## config.mk

```make
export PLATFORM = sky130hd
export DESIGN_NAME = spi_control_config
export DESIGN_NICKNAME = d
export VERILOG_FILES = /design/src/spi_cfg_pkg.sv /design/src/shift_if.sv /design/src/spi_control_config.sv /design/src/spi_shift_engine.sv
export SDC_FILE = /design/constraint.sdc
export NUM_CORES = 1
export LEC_CHECK = 0
export ABC_CLOCK_PERIOD_IN_PS = 1800
export BUFFER_PORTS_ARGS = -buffer_cell sky130_fd_sc_hd__buf_4
export CAP_MARGIN = 20
export CELL_PAD_IN_SITES_DETAIL_PLACEMENT = 1
export CELL_PAD_IN_SITES_GLOBAL_PLACEMENT = 1
export CORE_ASPECT_RATIO = 1.4
export CORE_MARGIN = 4
export CORE_UTILIZATION = 37
export DETAILED_ROUTE_END_ITERATION = 16
export PLACE_DENSITY_LB_ADDON = 0.2
export RECOVER_POWER = 100
export SYNTH_ARGS = -nofsm -noshare
export SYNTH_HDL_FRONTEND = slang
export SYNTH_HIERARCHICAL = 1
export SYNTH_SLANG_ARGS = --single-unit
```

## constraint.sdc

```tcl
create_clock -name clock_i -period 1.8 [get_ports clock_i]
set_input_delay 0.18 -clock clock_i [delete_from_list [all_inputs] [get_ports clock_i]]
set_output_delay 0.18 -clock clock_i [all_outputs]
set_load 0.05 [all_outputs]
```

## src/spi_cfg_pkg.sv

```systemverilog
// Purpose: Shared constants for the serial peripheral control block
// Assumes: 32-bit AHB-Lite register bus, one register per aligned word
// Notes:   Offsets are byte addresses within the block's window
package spi_cfg_pkg;
    // Register byte offsets
    localparam logic [7:0] ADDR_CTRL_ONE = 8'h00;
    localparam logic [7:0] ADDR_CTRL_TWO = 8'h04;
    localparam logic [7:0] ADDR_BAUD     = 8'h08;
    localparam logic [7:0] ADDR_STATUS   = 8'h0C;
    localparam logic [7:0] ADDR_DATA     = 8'h10;
    localparam logic [7:0] ADDR_EVENT    = 8'h14;
    localparam logic [7:0] ADDR_MASK     = 8'h18;
    // Control one field positions
    localparam int RX_IRQ_EN_BIT = 7;
    localparam int MOD_EN_BIT    = 6;
    localparam int TX_IRQ_EN_BIT = 5;
    localparam int MASTER_BIT    = 4;
    localparam int CLOCK_POLARITY_BIT      = 3;
    localparam int CLOCK_PHASE_BIT      = 2;
    localparam int SEL_OE_BIT    = 1;
    localparam int LSB_FIRST_BIT = 0;
    // Control two field positions and implemented bits
    localparam int FAULT_EN_BIT    = 4;
    localparam int SW_OE_BIT       = 3;
    localparam int WAIT_STOP_BIT   = 1;
    localparam int SINGLE_WIRE_BIT = 0;
    localparam logic [7:0] CTRL_TWO_IMPL = 8'h1B;
    // Status field positions
    localparam int RX_FULL_BIT  = 7;
    localparam int TX_EMPTY_BIT = 5;
    localparam int FAULT_BIT    = 4;
    // Event register layout
    localparam int EVT_W         = 3;
    localparam int EVT_RX_BIT    = 0;
    localparam int EVT_TX_BIT    = 1;
    localparam int EVT_FAULT_BIT = 2;
    // Reset values
    localparam logic [7:0] CTRL_ONE_RST = 8'h04;
    localparam logic [7:0] CTRL_TWO_RST = 8'h00;
    localparam logic [7:0] BAUD_RST     = 8'h03;
    localparam logic [EVT_W-1:0] MASK_RST = 3'h0;
    // Count of the last bit of a word, eight serial clock cycles long
    localparam logic [2:0] LAST_BIT = 3'h7;

    // Shift one bit into a word in the selected direction
    function automatic logic [7:0] shift_in(input logic [7:0] w, input logic b,
                                            input logic lsb_first);
        shift_in = lsb_first ? {b, w[7:1]} : {w[6:0], b};
    endfunction
endpackage

```

## src/shift_if.sv

```systemverilog
// Purpose: Link between the control block and its shift engine
// Assumes: Both ends run on the same clock
// Notes:   Pin inputs arrive here already synchronised
`timescale 1ns/100ps
`default_nettype none
interface shift_if;
    logic       en;         // Module enable, clears engine when low
    logic       run;        // Low while clocks are stopped in wait
    logic       master;
    logic       clock_polarity;
    logic       clock_phase;
    logic       lsb_first;
    logic       tick;       // Master half-period enable pulse
    logic       load;       // Take load_data into the shifter
    logic [7:0] load_data;
    logic       sclk_in;
    logic       sel_n_in;
    logic       din;
    logic       busy;
    logic       done;       // One-cycle pulse, rx_data valid
    logic [7:0] rx_data;
    logic       dout;
    logic       sclk_out;

    modport ctrl (output en, run, master, clock_polarity, clock_phase, lsb_first, tick, load, load_data,
                  sclk_in, sel_n_in, din, input busy, done, rx_data, dout, sclk_out);
    modport engine (input en, run, master, clock_polarity, clock_phase, lsb_first, tick, load, load_data,
                    sclk_in, sel_n_in, din, output busy, done, rx_data, dout, sclk_out);
endinterface
`default_nettype wire

```

## src/spi_control_config.sv

```systemverilog
// Purpose: Serial peripheral control registers, pin steering and bus slave
// Assumes: Single AHB-Lite master, pins synchronised here, one clock
// Notes:   Register reads take one wait state, writes take none
`timescale 1ns/100ps
`default_nettype none
module spi_control_config
    import spi_cfg_pkg::*;
(
    // Clock and reset
    input  wire logic        clock_i,
    input  wire logic        rst_i,
    // AHB-Lite slave
    input  wire logic        hsel_i,
    input  wire logic [31:0] haddr_i,
    input  wire logic [1:0]  htrans_i,
    input  wire logic        hwrite_i,
    input  wire logic [2:0]  hsize_i,
    input  wire logic [31:0] hwdata_i,
    input  wire logic        hready_i,
    output logic      [31:0] hrdata_o,
    output logic             hreadyout_o,
    output logic             hresp_o,
    // Processor state and interrupt
    input  wire logic        wait_mode_i,
    output logic             irq_o,
    // Serial clock pin
    input  wire logic        sclk_i,
    output logic             sclk_o,
    output logic             sclk_oe_o,
    // Master data out pin
    input  wire logic        mosi_i,
    output logic             mosi_o,
    output logic             mosi_oe_o,
    // Master data in pin
    input  wire logic        miso_i,
    output logic             miso_o,
    output logic             miso_oe_o,
    // Select pin, active low
    input  wire logic        sel_n_i,
    output logic             sel_n_o,
    output logic             sel_n_oe_o
);
    shift_if sif ();

    // Bus state
    logic        dp_write, next_dp_write, rd_pend, next_rd_pend;
    logic [7:0]  dp_addr, next_dp_addr, rd8;
    logic [31:0] next_hrdata;
    logic        next_hready, addr_ok;
    // Register state
    logic [7:0]  ctrl_one, next_ctrl_one, ctrl_two, next_ctrl_two;
    logic [7:0]  baud, next_baud, tx_buf, next_tx_buf, rx_buf, next_rx_buf;
    logic [7:0]  div_cnt, next_div_cnt;
    logic        tx_full, next_tx_full, rx_full, next_rx_full;
    logic        mode_fault, next_mode_fault, tick, next_tick;
    logic        arm_rx, next_arm_rx, arm_tx, next_arm_tx;
    logic        arm_fault, next_arm_fault, next_irq;
    logic [EVT_W-1:0] evt, next_evt, mask, next_mask;
    // Pin synchronisers, first stage read only by the second
    logic [3:0]  pin_meta, pin_sync;
    logic        sclk_s, mosi_s, miso_s, sel_s;
    logic        next_sclk, next_sclk_oe, next_mosi, next_mosi_oe;
    logic        next_miso, next_miso_oe, next_sel, next_sel_oe;
    // Decoded controls
    logic        en, run, master, single, fault_in_mode;

    assign sclk_s = pin_sync[3];
    assign mosi_s = pin_sync[2];
    assign miso_s = pin_sync[1];
    assign sel_s  = pin_sync[0];
    assign en     = ctrl_one[MOD_EN_BIT];
    assign run    = ~(ctrl_two[WAIT_STOP_BIT] & wait_mode_i);
    // role bit steers engine and pins
    assign master = ctrl_one[MASTER_BIT];
    assign single = ctrl_two[SINGLE_WIRE_BIT];
    // fault input only when fault on, select output off
    assign fault_in_mode = master & ctrl_two[FAULT_EN_BIT] & ~ctrl_one[SEL_OE_BIT];

    // Engine hookup
    assign sif.en        = en;
    assign sif.run       = run;
    assign sif.master    = master;
    assign sif.clock_polarity      = ctrl_one[CLOCK_POLARITY_BIT];
    assign sif.clock_phase      = ctrl_one[CLOCK_PHASE_BIT];
    assign sif.lsb_first = ctrl_one[LSB_FIRST_BIT];
    assign sif.tick      = tick;
    assign sif.load      = en & run & tx_full & ~sif.busy;
    assign sif.load_data = tx_buf;
    assign sif.sclk_in   = sclk_s;
    // select input always used by slave
    assign sif.sel_n_in  = sel_s;
    // data input pin picked by role and wiring
    assign sif.din       = (master ^ single) ? miso_s : mosi_s;

    spi_shift_engine u_engine (
        .clock_i (clock_i),
        .rst_i   (rst_i),
        .sif     (sif.engine)
    );

    // Bus phases and read mux
    always_comb begin
        addr_ok       = hsel_i & htrans_i[1] & hready_i;
        next_dp_write = addr_ok & hwrite_i;
        next_rd_pend  = addr_ok & ~hwrite_i;
        next_dp_addr  = addr_ok ? haddr_i[7:0] : dp_addr;
        // Reads stall one cycle so hrdata can leave a flop
        next_hready   = ~(addr_ok & ~hwrite_i);
        rd8 = 8'h00;
        case (dp_addr)
            ADDR_CTRL_ONE: rd8 = ctrl_one;
            ADDR_CTRL_TWO: rd8 = ctrl_two & CTRL_TWO_IMPL;
            ADDR_BAUD:     rd8 = baud;
            ADDR_STATUS: begin
                rd8[RX_FULL_BIT]  = rx_full;
                rd8[TX_EMPTY_BIT] = ~tx_full;
                rd8[FAULT_BIT]    = mode_fault;
            end
            ADDR_DATA:     rd8 = rx_buf;
            ADDR_EVENT:    rd8[EVT_W-1:0] = evt;
            ADDR_MASK:     rd8[EVT_W-1:0] = mask;
            default:       rd8 = 8'h00;
        endcase
        next_hrdata = rd_pend ? {24'h000000, rd8} : hrdata_o;
    end

    // Bus registers
    always_ff @(posedge clock_i) begin
        if (rst_i) begin
            dp_write    <= 1'b0;
            rd_pend     <= 1'b0;
            dp_addr     <= 8'h00;
            hrdata_o    <= 32'h00000000;
            hreadyout_o <= 1'b1;
            hresp_o     <= 1'b0;
        end else begin
            dp_write    <= next_dp_write;
            rd_pend     <= next_rd_pend;
            dp_addr     <= next_dp_addr;
            hrdata_o    <= next_hrdata;
            hreadyout_o <= next_hready;
            hresp_o     <= 1'b0;
        end
    end

    // Registers, flags, divider and interrupt
    always_comb begin
        next_ctrl_one   = ctrl_one;
        next_ctrl_two   = ctrl_two;
        next_baud       = baud;
        next_tx_buf     = tx_buf;
        next_tx_full    = tx_full;
        next_rx_buf     = rx_buf;
        next_rx_full    = rx_full;
        next_mode_fault = mode_fault;
        next_arm_rx     = arm_rx;
        next_arm_tx     = arm_tx;
        next_arm_fault  = arm_fault;
        next_evt        = evt;
        next_mask       = mask;
        next_tick       = 1'b0;
        next_div_cnt    = 8'h00;
        // Half-period divider runs only during a master word
        if (en && run && master && sif.busy && !tick) begin
            if (div_cnt == baud) begin
                next_tick = 1'b1;
            end else begin
                next_div_cnt = div_cnt + 8'h01;
            end
        end
        if (sif.load) begin
            next_tx_full = 1'b0;
        end
        // Status read arms the clear sequences
        if (rd_pend && dp_addr == ADDR_STATUS) begin
            next_arm_rx    = rx_full;
            next_arm_tx    = ~tx_full;
            next_arm_fault = mode_fault;
        end
        if (rd_pend && dp_addr == ADDR_DATA && arm_rx) begin
            next_rx_full = 1'b0;
            next_arm_rx  = 1'b0;
        end
        if (dp_write) begin
            case (dp_addr)
                ADDR_CTRL_ONE: begin
                    next_ctrl_one = hwdata_i[7:0];
                    if (arm_fault) begin
                        next_mode_fault = 1'b0;
                        next_arm_fault  = 1'b0;
                    end
                end
                ADDR_CTRL_TWO: next_ctrl_two = hwdata_i[7:0] & CTRL_TWO_IMPL;
                ADDR_BAUD:     next_baud = hwdata_i[7:0];
                ADDR_DATA: begin
                    if (arm_tx && !tx_full && en) begin
                        next_tx_buf  = hwdata_i[7:0];
                        next_tx_full = 1'b1;
                        next_arm_tx  = 1'b0;
                    end
                end
                ADDR_EVENT:    next_evt = evt & ~hwdata_i[EVT_W-1:0];
                ADDR_MASK:     next_mask = hwdata_i[EVT_W-1:0];
                default:       next_evt = evt;
            endcase
        end
        // fault input pulled low; set wins over clear
        if (en && fault_in_mode && !sel_s) begin
            next_mode_fault           = 1'b1;
            next_ctrl_one[MASTER_BIT] = 1'b0;
        end
        // Completed word, set wins over the data-read clear
        if (sif.done) begin
            next_rx_buf  = sif.rx_data;
            next_rx_full = 1'b1;
        end
        // disabled block: empty buffers, transmit shows empty
        if (!en) begin
            next_tx_full = 1'b0;
            next_rx_full = 1'b0;
            next_arm_rx  = 1'b0;
            next_arm_tx  = 1'b0;
        end
        // Sticky events on rising flags, after any clear
        next_evt[EVT_RX_BIT]    = next_evt[EVT_RX_BIT] | (next_rx_full & ~rx_full);
        next_evt[EVT_TX_BIT]    = next_evt[EVT_TX_BIT] | (~next_tx_full & tx_full);
        next_evt[EVT_FAULT_BIT] = next_evt[EVT_FAULT_BIT] | (next_mode_fault & ~mode_fault);
        next_irq = next_ctrl_one[RX_IRQ_EN_BIT] & (next_rx_full | next_mode_fault);
        next_irq = next_irq | (next_ctrl_one[TX_IRQ_EN_BIT] & ~next_tx_full);
        next_irq = next_irq | (|(next_evt & next_mask));
    end

    // Register file flops
    always_ff @(posedge clock_i) begin
        if (rst_i) begin
            ctrl_one   <= CTRL_ONE_RST;
            ctrl_two   <= CTRL_TWO_RST;
            baud       <= BAUD_RST;
            tx_buf     <= 8'h00;
            tx_full    <= 1'b0;
            rx_buf     <= 8'h00;
            rx_full    <= 1'b0;
            mode_fault <= 1'b0;
            arm_rx     <= 1'b0;
            arm_tx     <= 1'b0;
            arm_fault  <= 1'b0;
            evt        <= 3'h0;
            mask       <= MASK_RST;
            tick       <= 1'b0;
            div_cnt    <= 8'h00;
            irq_o      <= 1'b0;
        end else begin
            ctrl_one   <= next_ctrl_one;
            ctrl_two   <= next_ctrl_two;
            baud       <= next_baud;
            tx_buf     <= next_tx_buf;
            tx_full    <= next_tx_full;
            rx_buf     <= next_rx_buf;
            rx_full    <= next_rx_full;
            mode_fault <= next_mode_fault;
            arm_rx     <= next_arm_rx;
            arm_tx     <= next_arm_tx;
            arm_fault  <= next_arm_fault;
            evt        <= next_evt;
            mask       <= next_mask;
            tick       <= next_tick;
            div_cnt    <= next_div_cnt;
            irq_o      <= next_irq;
        end
    end

    // Pin steering
    always_comb begin
        next_sclk_oe = en & master;
        next_sclk    = sif.sclk_out;
        next_mosi_oe = en & master & (~single | ctrl_two[SW_OE_BIT]);
        next_mosi    = sif.dout;
        // Slave drives only while selected, avoiding bus fights
        next_miso_oe = en & ~master & ~sel_s & (~single | ctrl_two[SW_OE_BIT]);
        next_miso    = sif.dout;
        // automatic select output, low during a word
        next_sel_oe  = en & master & ctrl_two[FAULT_EN_BIT] & ctrl_one[SEL_OE_BIT];
        next_sel     = ~sif.busy;
    end

    // Pin flops and input synchronisers
    always_ff @(posedge clock_i) begin
        if (rst_i) begin
            pin_meta   <= 4'hF;
            pin_sync   <= 4'hF;
            sclk_o     <= 1'b0;
            sclk_oe_o  <= 1'b0;
            mosi_o     <= 1'b0;
            mosi_oe_o  <= 1'b0;
            miso_o     <= 1'b0;
            miso_oe_o  <= 1'b0;
            sel_n_o    <= 1'b1;
            sel_n_oe_o <= 1'b0;
        end else begin
            pin_meta   <= {sclk_i, mosi_i, miso_i, sel_n_i};
            pin_sync   <= pin_meta;
            sclk_o     <= next_sclk;
            sclk_oe_o  <= next_sclk_oe;
            mosi_o     <= next_mosi;
            mosi_oe_o  <= next_mosi_oe;
            miso_o     <= next_miso;
            miso_oe_o  <= next_miso_oe;
            sel_n_o    <= next_sel;
            sel_n_oe_o <= next_sel_oe;
        end
    end
endmodule
`default_nettype wire

```

## src/spi_shift_engine.sv

```systemverilog
// Purpose: Eight-bit shift engine for master and slave roles
// Assumes: Inputs synchronised by the caller; tick is a one-cycle pulse
// Notes:   Clock edges are named lead and trail after polarity is removed
`timescale 1ns/100ps
`default_nettype none
module spi_shift_engine
    import spi_cfg_pkg::*;
(
    // Clock and reset
    input  wire logic clock_i,
    input  wire logic rst_i,
    // Control side
    shift_if.engine   sif
);
    logic [7:0] sr, next_sr, rx, next_rx;
    logic [2:0] cnt, next_cnt;
    logic       in_bit, next_in_bit;
    logic       phase, next_phase;
    logic       busy, next_busy;
    logic       done, next_done;
    logic       s_prev, next_s_prev;
    logic       lead, trail, s_now;

    // Next state of shifter, edge decode included
    always_comb begin
        next_sr     = sr;
        next_rx     = rx;
        next_cnt    = cnt;
        next_in_bit = in_bit;
        next_phase  = phase;
        next_busy   = busy;
        next_done   = 1'b0;
        s_now       = sif.sclk_in ^ sif.clock_polarity;
        next_s_prev = s_now;
        if (sif.master) begin
            lead  = sif.run & busy & sif.tick & ~phase;
            trail = sif.run & busy & sif.tick & phase;
        end else begin
            lead  = sif.run & ~sif.sel_n_in & s_now & ~s_prev;
            trail = sif.run & ~sif.sel_n_in & ~s_now & s_prev;
        end
        if (!sif.en) begin
            next_sr    = 8'h00;
            next_cnt   = 3'h0;
            next_phase = 1'b0;
            next_busy  = 1'b0;
        end else if (sif.run) begin
            if (sif.load && !busy) begin
                next_sr    = sif.load_data;
                next_busy  = 1'b1;
                next_cnt   = 3'h0;
                next_phase = 1'b0;
            end
            // Deselect mid-byte aborts the slave word
            if (!sif.master && sif.sel_n_in) begin
                next_cnt   = 3'h0;
                next_phase = 1'b0;
            end
            // sample and shift edges by phase
            if (lead) begin
                next_phase = 1'b1;
                if (!sif.clock_phase) begin
                    next_in_bit = sif.din;
                end else if (cnt != 3'h0) begin
                    next_sr = shift_in(sr, in_bit, sif.lsb_first);
                end
            end
            if (trail) begin
                next_phase = 1'b0;
                next_cnt   = cnt + 3'h1;
                if (!sif.clock_phase) begin
                    next_sr = shift_in(sr, in_bit, sif.lsb_first);
                end else begin
                    next_in_bit = sif.din;
                end
                if (cnt == LAST_BIT) begin
                    next_done = 1'b1;
                    next_busy = 1'b0;
                    next_cnt  = 3'h0;
                    next_rx   = sif.clock_phase ? shift_in(sr, sif.din, sif.lsb_first)
                                         : shift_in(sr, in_bit, sif.lsb_first);
                end
            end
        end
    end

    // Shifter registers
    always_ff @(posedge clock_i) begin
        if (rst_i) begin
            sr     <= 8'h00;
            rx     <= 8'h00;
            cnt    <= 3'h0;
            in_bit <= 1'b0;
            phase  <= 1'b0;
            busy   <= 1'b0;
            done   <= 1'b0;
            s_prev <= 1'b0;
        end else begin
            sr     <= next_sr;
            rx     <= next_rx;
            cnt    <= next_cnt;
            in_bit <= next_in_bit;
            phase  <= next_phase;
            busy   <= next_busy;
            done   <= next_done;
            s_prev <= next_s_prev;
        end
    end

    // Outputs toward control side
    assign sif.busy     = busy;
    assign sif.done     = done;
    assign sif.rx_data  = rx;
    assign sif.dout     = sif.lsb_first ? sr[0] : sr[7];
    assign sif.sclk_out = sif.clock_polarity ^ phase;
endmodule
`default_nettype wire

```

==> flow_summary.toml <==
[clocking]
clockBufferDepth = 2
clk-insertion-delay-late_ns = 0.41
cts_buffers = 17
cts_tree = "yes"
cts.sinks = 116
root_buffer = "clkbuf_16"
clk_pin_slew_worst_paths_ns = 0.05
ctsHtreeMaxLevel = 4

[floorplan]
pin_count = 122
start_util_pct = 38.0
rows = 51
die_w_um = 110
dieArea_um2 = 16400
die_h_um = 150
core-area_um2 = 14000

[critical_path]
startpoint_type = "register"
crit_path_end_kind = "register"
arrival_ns = 2.12
path_class = "register to register"
critPathMaxFanout = 7
crit_required_ns = 2.07
crit_slowest_cell = "dfxtp_4"
critical-path-max-stage-delay_ns = 0.36
cp_cell_sequence = "nor4b_4 -> buf_6 -> nand4_1 -> nor3b_4 -> buf_4 -> o32a_1 -> o2111ai_1"

[route]
wirelength_um = 16100
via_count = 4612
drt-pass1-iter-count = 5
ant_nets = 0
post_drt_via_cell_ratio = 5.33
drt_iter0_markers = 226
drc = 0
wl_per_cell_um = 18.6

[timing]
fmax_mhz = 540
finalCritPeriodShare_pct = 103
hold_viol_final = 0
fin_crit_ns = 1.85
tns_ns = -0.203
fin_skew_ns = 0.0108
rsz0062_at_grt = "true"
layout_setup_ws_ns = -0.0505
whs_ns = 0.0166
final-max-slew-violation-count = 0
finalSetupViolCount = 8

[finish]
regArea_um2 = 2340
syn_to_final_growth_pct = 29.6
n_antenna_cell = 0
drive_gt1_share_pct = 27.2
n_fill_cell = 1606
multi_input_area_um2 = 2740
fin_nets = 752

[yosys]
synthTopCellsByArea = "dfxtp_1, mux2i_1, nor2_1"
synth_top_cells_by_count = "dfxtp_1, nor2_1, mux2i_1"
synth_seq_cells = 116
yosys.area.top_type = "dfxtp_1"
synth_edf_count = 0
syn_avg_cell_area_um2 = 9.32
synthesis.area_um2 = 5340
syn-instance-count = 573
synth_top_area_share_pct = 43.5
post-synth-top-count-cell = "dfxtp_1"
synth_ff_type = "dfxtp_1"
ys_async_sr_fraction_pct = 0
synth_seq_area_share_pct = 43.5
synth.distinct_cells = 65
yosys_warnings = 6

[global_route]
grt_first_pass_wirelength_um = 25500
track_usage_pct = 20.3
grt-ovfl-total = 0
grt_max_degree = 74
antenna_found_initial = 0
grt_pass1_vias = 4858

[job]
drv_cap = 0

[pwr]
power.density_nw_per_um2 = 954
p_leak_nw = 2.73
vdd_drop_max_mv = 0.484

[place]
globalplace.congestion = 0.897
dp_hpwl_um = 11700
numPortBuffers = 44

[status]
outcome = "finished, violations left"
violations = "setup timing"

[min_path]
hp-class = "input port to register"
## sequential cells by signal, indices dropped and copies added (netlist names), 3 cells and up
signal / cells
pin_sync: 4
dp_addr: 8
u_engine/sr: 8
evt: 3
mask: 3
pin_meta: 4
hrdata_o: 8
u_engine/sif.rx_data: 8
rx_buf: 8
ctrl_one: 8
div_cnt: 8
sif.load_data: 8
baud: 8
u_engine/cnt: 3
ctrl_two: 4
## through the flow
step	setup slack, ns	cells	area, µm²	utilization, %	power, mW
2_1_floorplan	0.00196	597	5430	-	2.97
3_3_place_gp	-0.0634	816	6040	43.1	3.07
3_5_place_dp	-0.0680	816	6040	43.1	3.07
4_1_cts	-0.0386	860	6810	48.5	6.65
5_1_grt	-0.172	866	6920	49.3	6.83
6_report	-0.0505	866	6920	49.3	6.61
## final timing paths
path / start / end / slack [ns] / cells past startpoint
min reg2reg: pin_meta[0] / pin_sync[0] / 0.41 / 1
max reg2reg: dp_addr[7] / irq_o / -0.05 / 7
min: haddr_i[1] / dp_addr[1] / 0.02 / 3
max: dp_addr[7] / irq_o / -0.05 / 7
## cell type report
cell class / instances / share of cell area (%)
Multi-Input combinational cell: 403 / 39.6
Sequential cell: 116 / 33.7
Timing Repair Buffer: 115 / 13.5
Clock buffer: 22 / 6.71
Tap cell: 185 / 3.34
Clock inverter: 9 / 2.21
Inverter: 16 / 0.868
## critical path, delay by kind of cell (launching register included)
| family | cells | cell delay [ns] |
|---|---|---|
| AND/OR/NAND/NOR | 3 | 0.73 |
| flip-flops | 1 | 0.36 |
| buffers and inverters | 2 | 0.34 |
| AO/OA/AOI/OAI | 2 | 0.29 |
## cells by family after synthesis
kind of cell	Yosys count	share of synthesized area, %
AOI/OAI and AO/OA	109	15.6
xor gates and xnor gates	17	2.93
adders and majority gates	4	0.937
buffers and inverters	78	7.94
DFF	116	43.5
muxes	49	9.79
other	1	0.0702
and+or+nand+nor	199	19.3
## power by group
group	total, mW	leakage [nW]	internal [mW]	switching, mW
logic	0.454	1.50	0.158	0.296
registers	2.61	0.942	2.59	0.0223
clock network	3.54	0.292	2.37	1.16
total	6.61	2.73	5.12	1.48
## metal layers
layer  track usage, %  wire, µm  vias to the layer above
li1                 -         -                     2180
met1             21.6      6090                     2284
met2             37.2      8720                      106
met3             4.20       578                       42
met4             9.98       694                        0
met5                0         0                        -
## placed cells by master, fill, tap and decap left out, drive strengths merged, types with 9 or more instances in the layout
cell type,instances
nand3,20
conb,25
nand2,40
mux2i,41
dfxtp,116
a311oi,13
nor2,69
clkbuf,23
a21oi,28
buf,108
inv,16
a211oi,9
xor2,12
nand2b,9
## what timing repair did
action                     CTS  global route
pin swaps                    5             9
setup endpoints to repair   28            41
resized for setup           12            21
hold buffers                 6             0
gates cloned                 0             0
hold endpoints to repair     7             0
setup buffers                8             6
(Power assumes the default switching activity.)
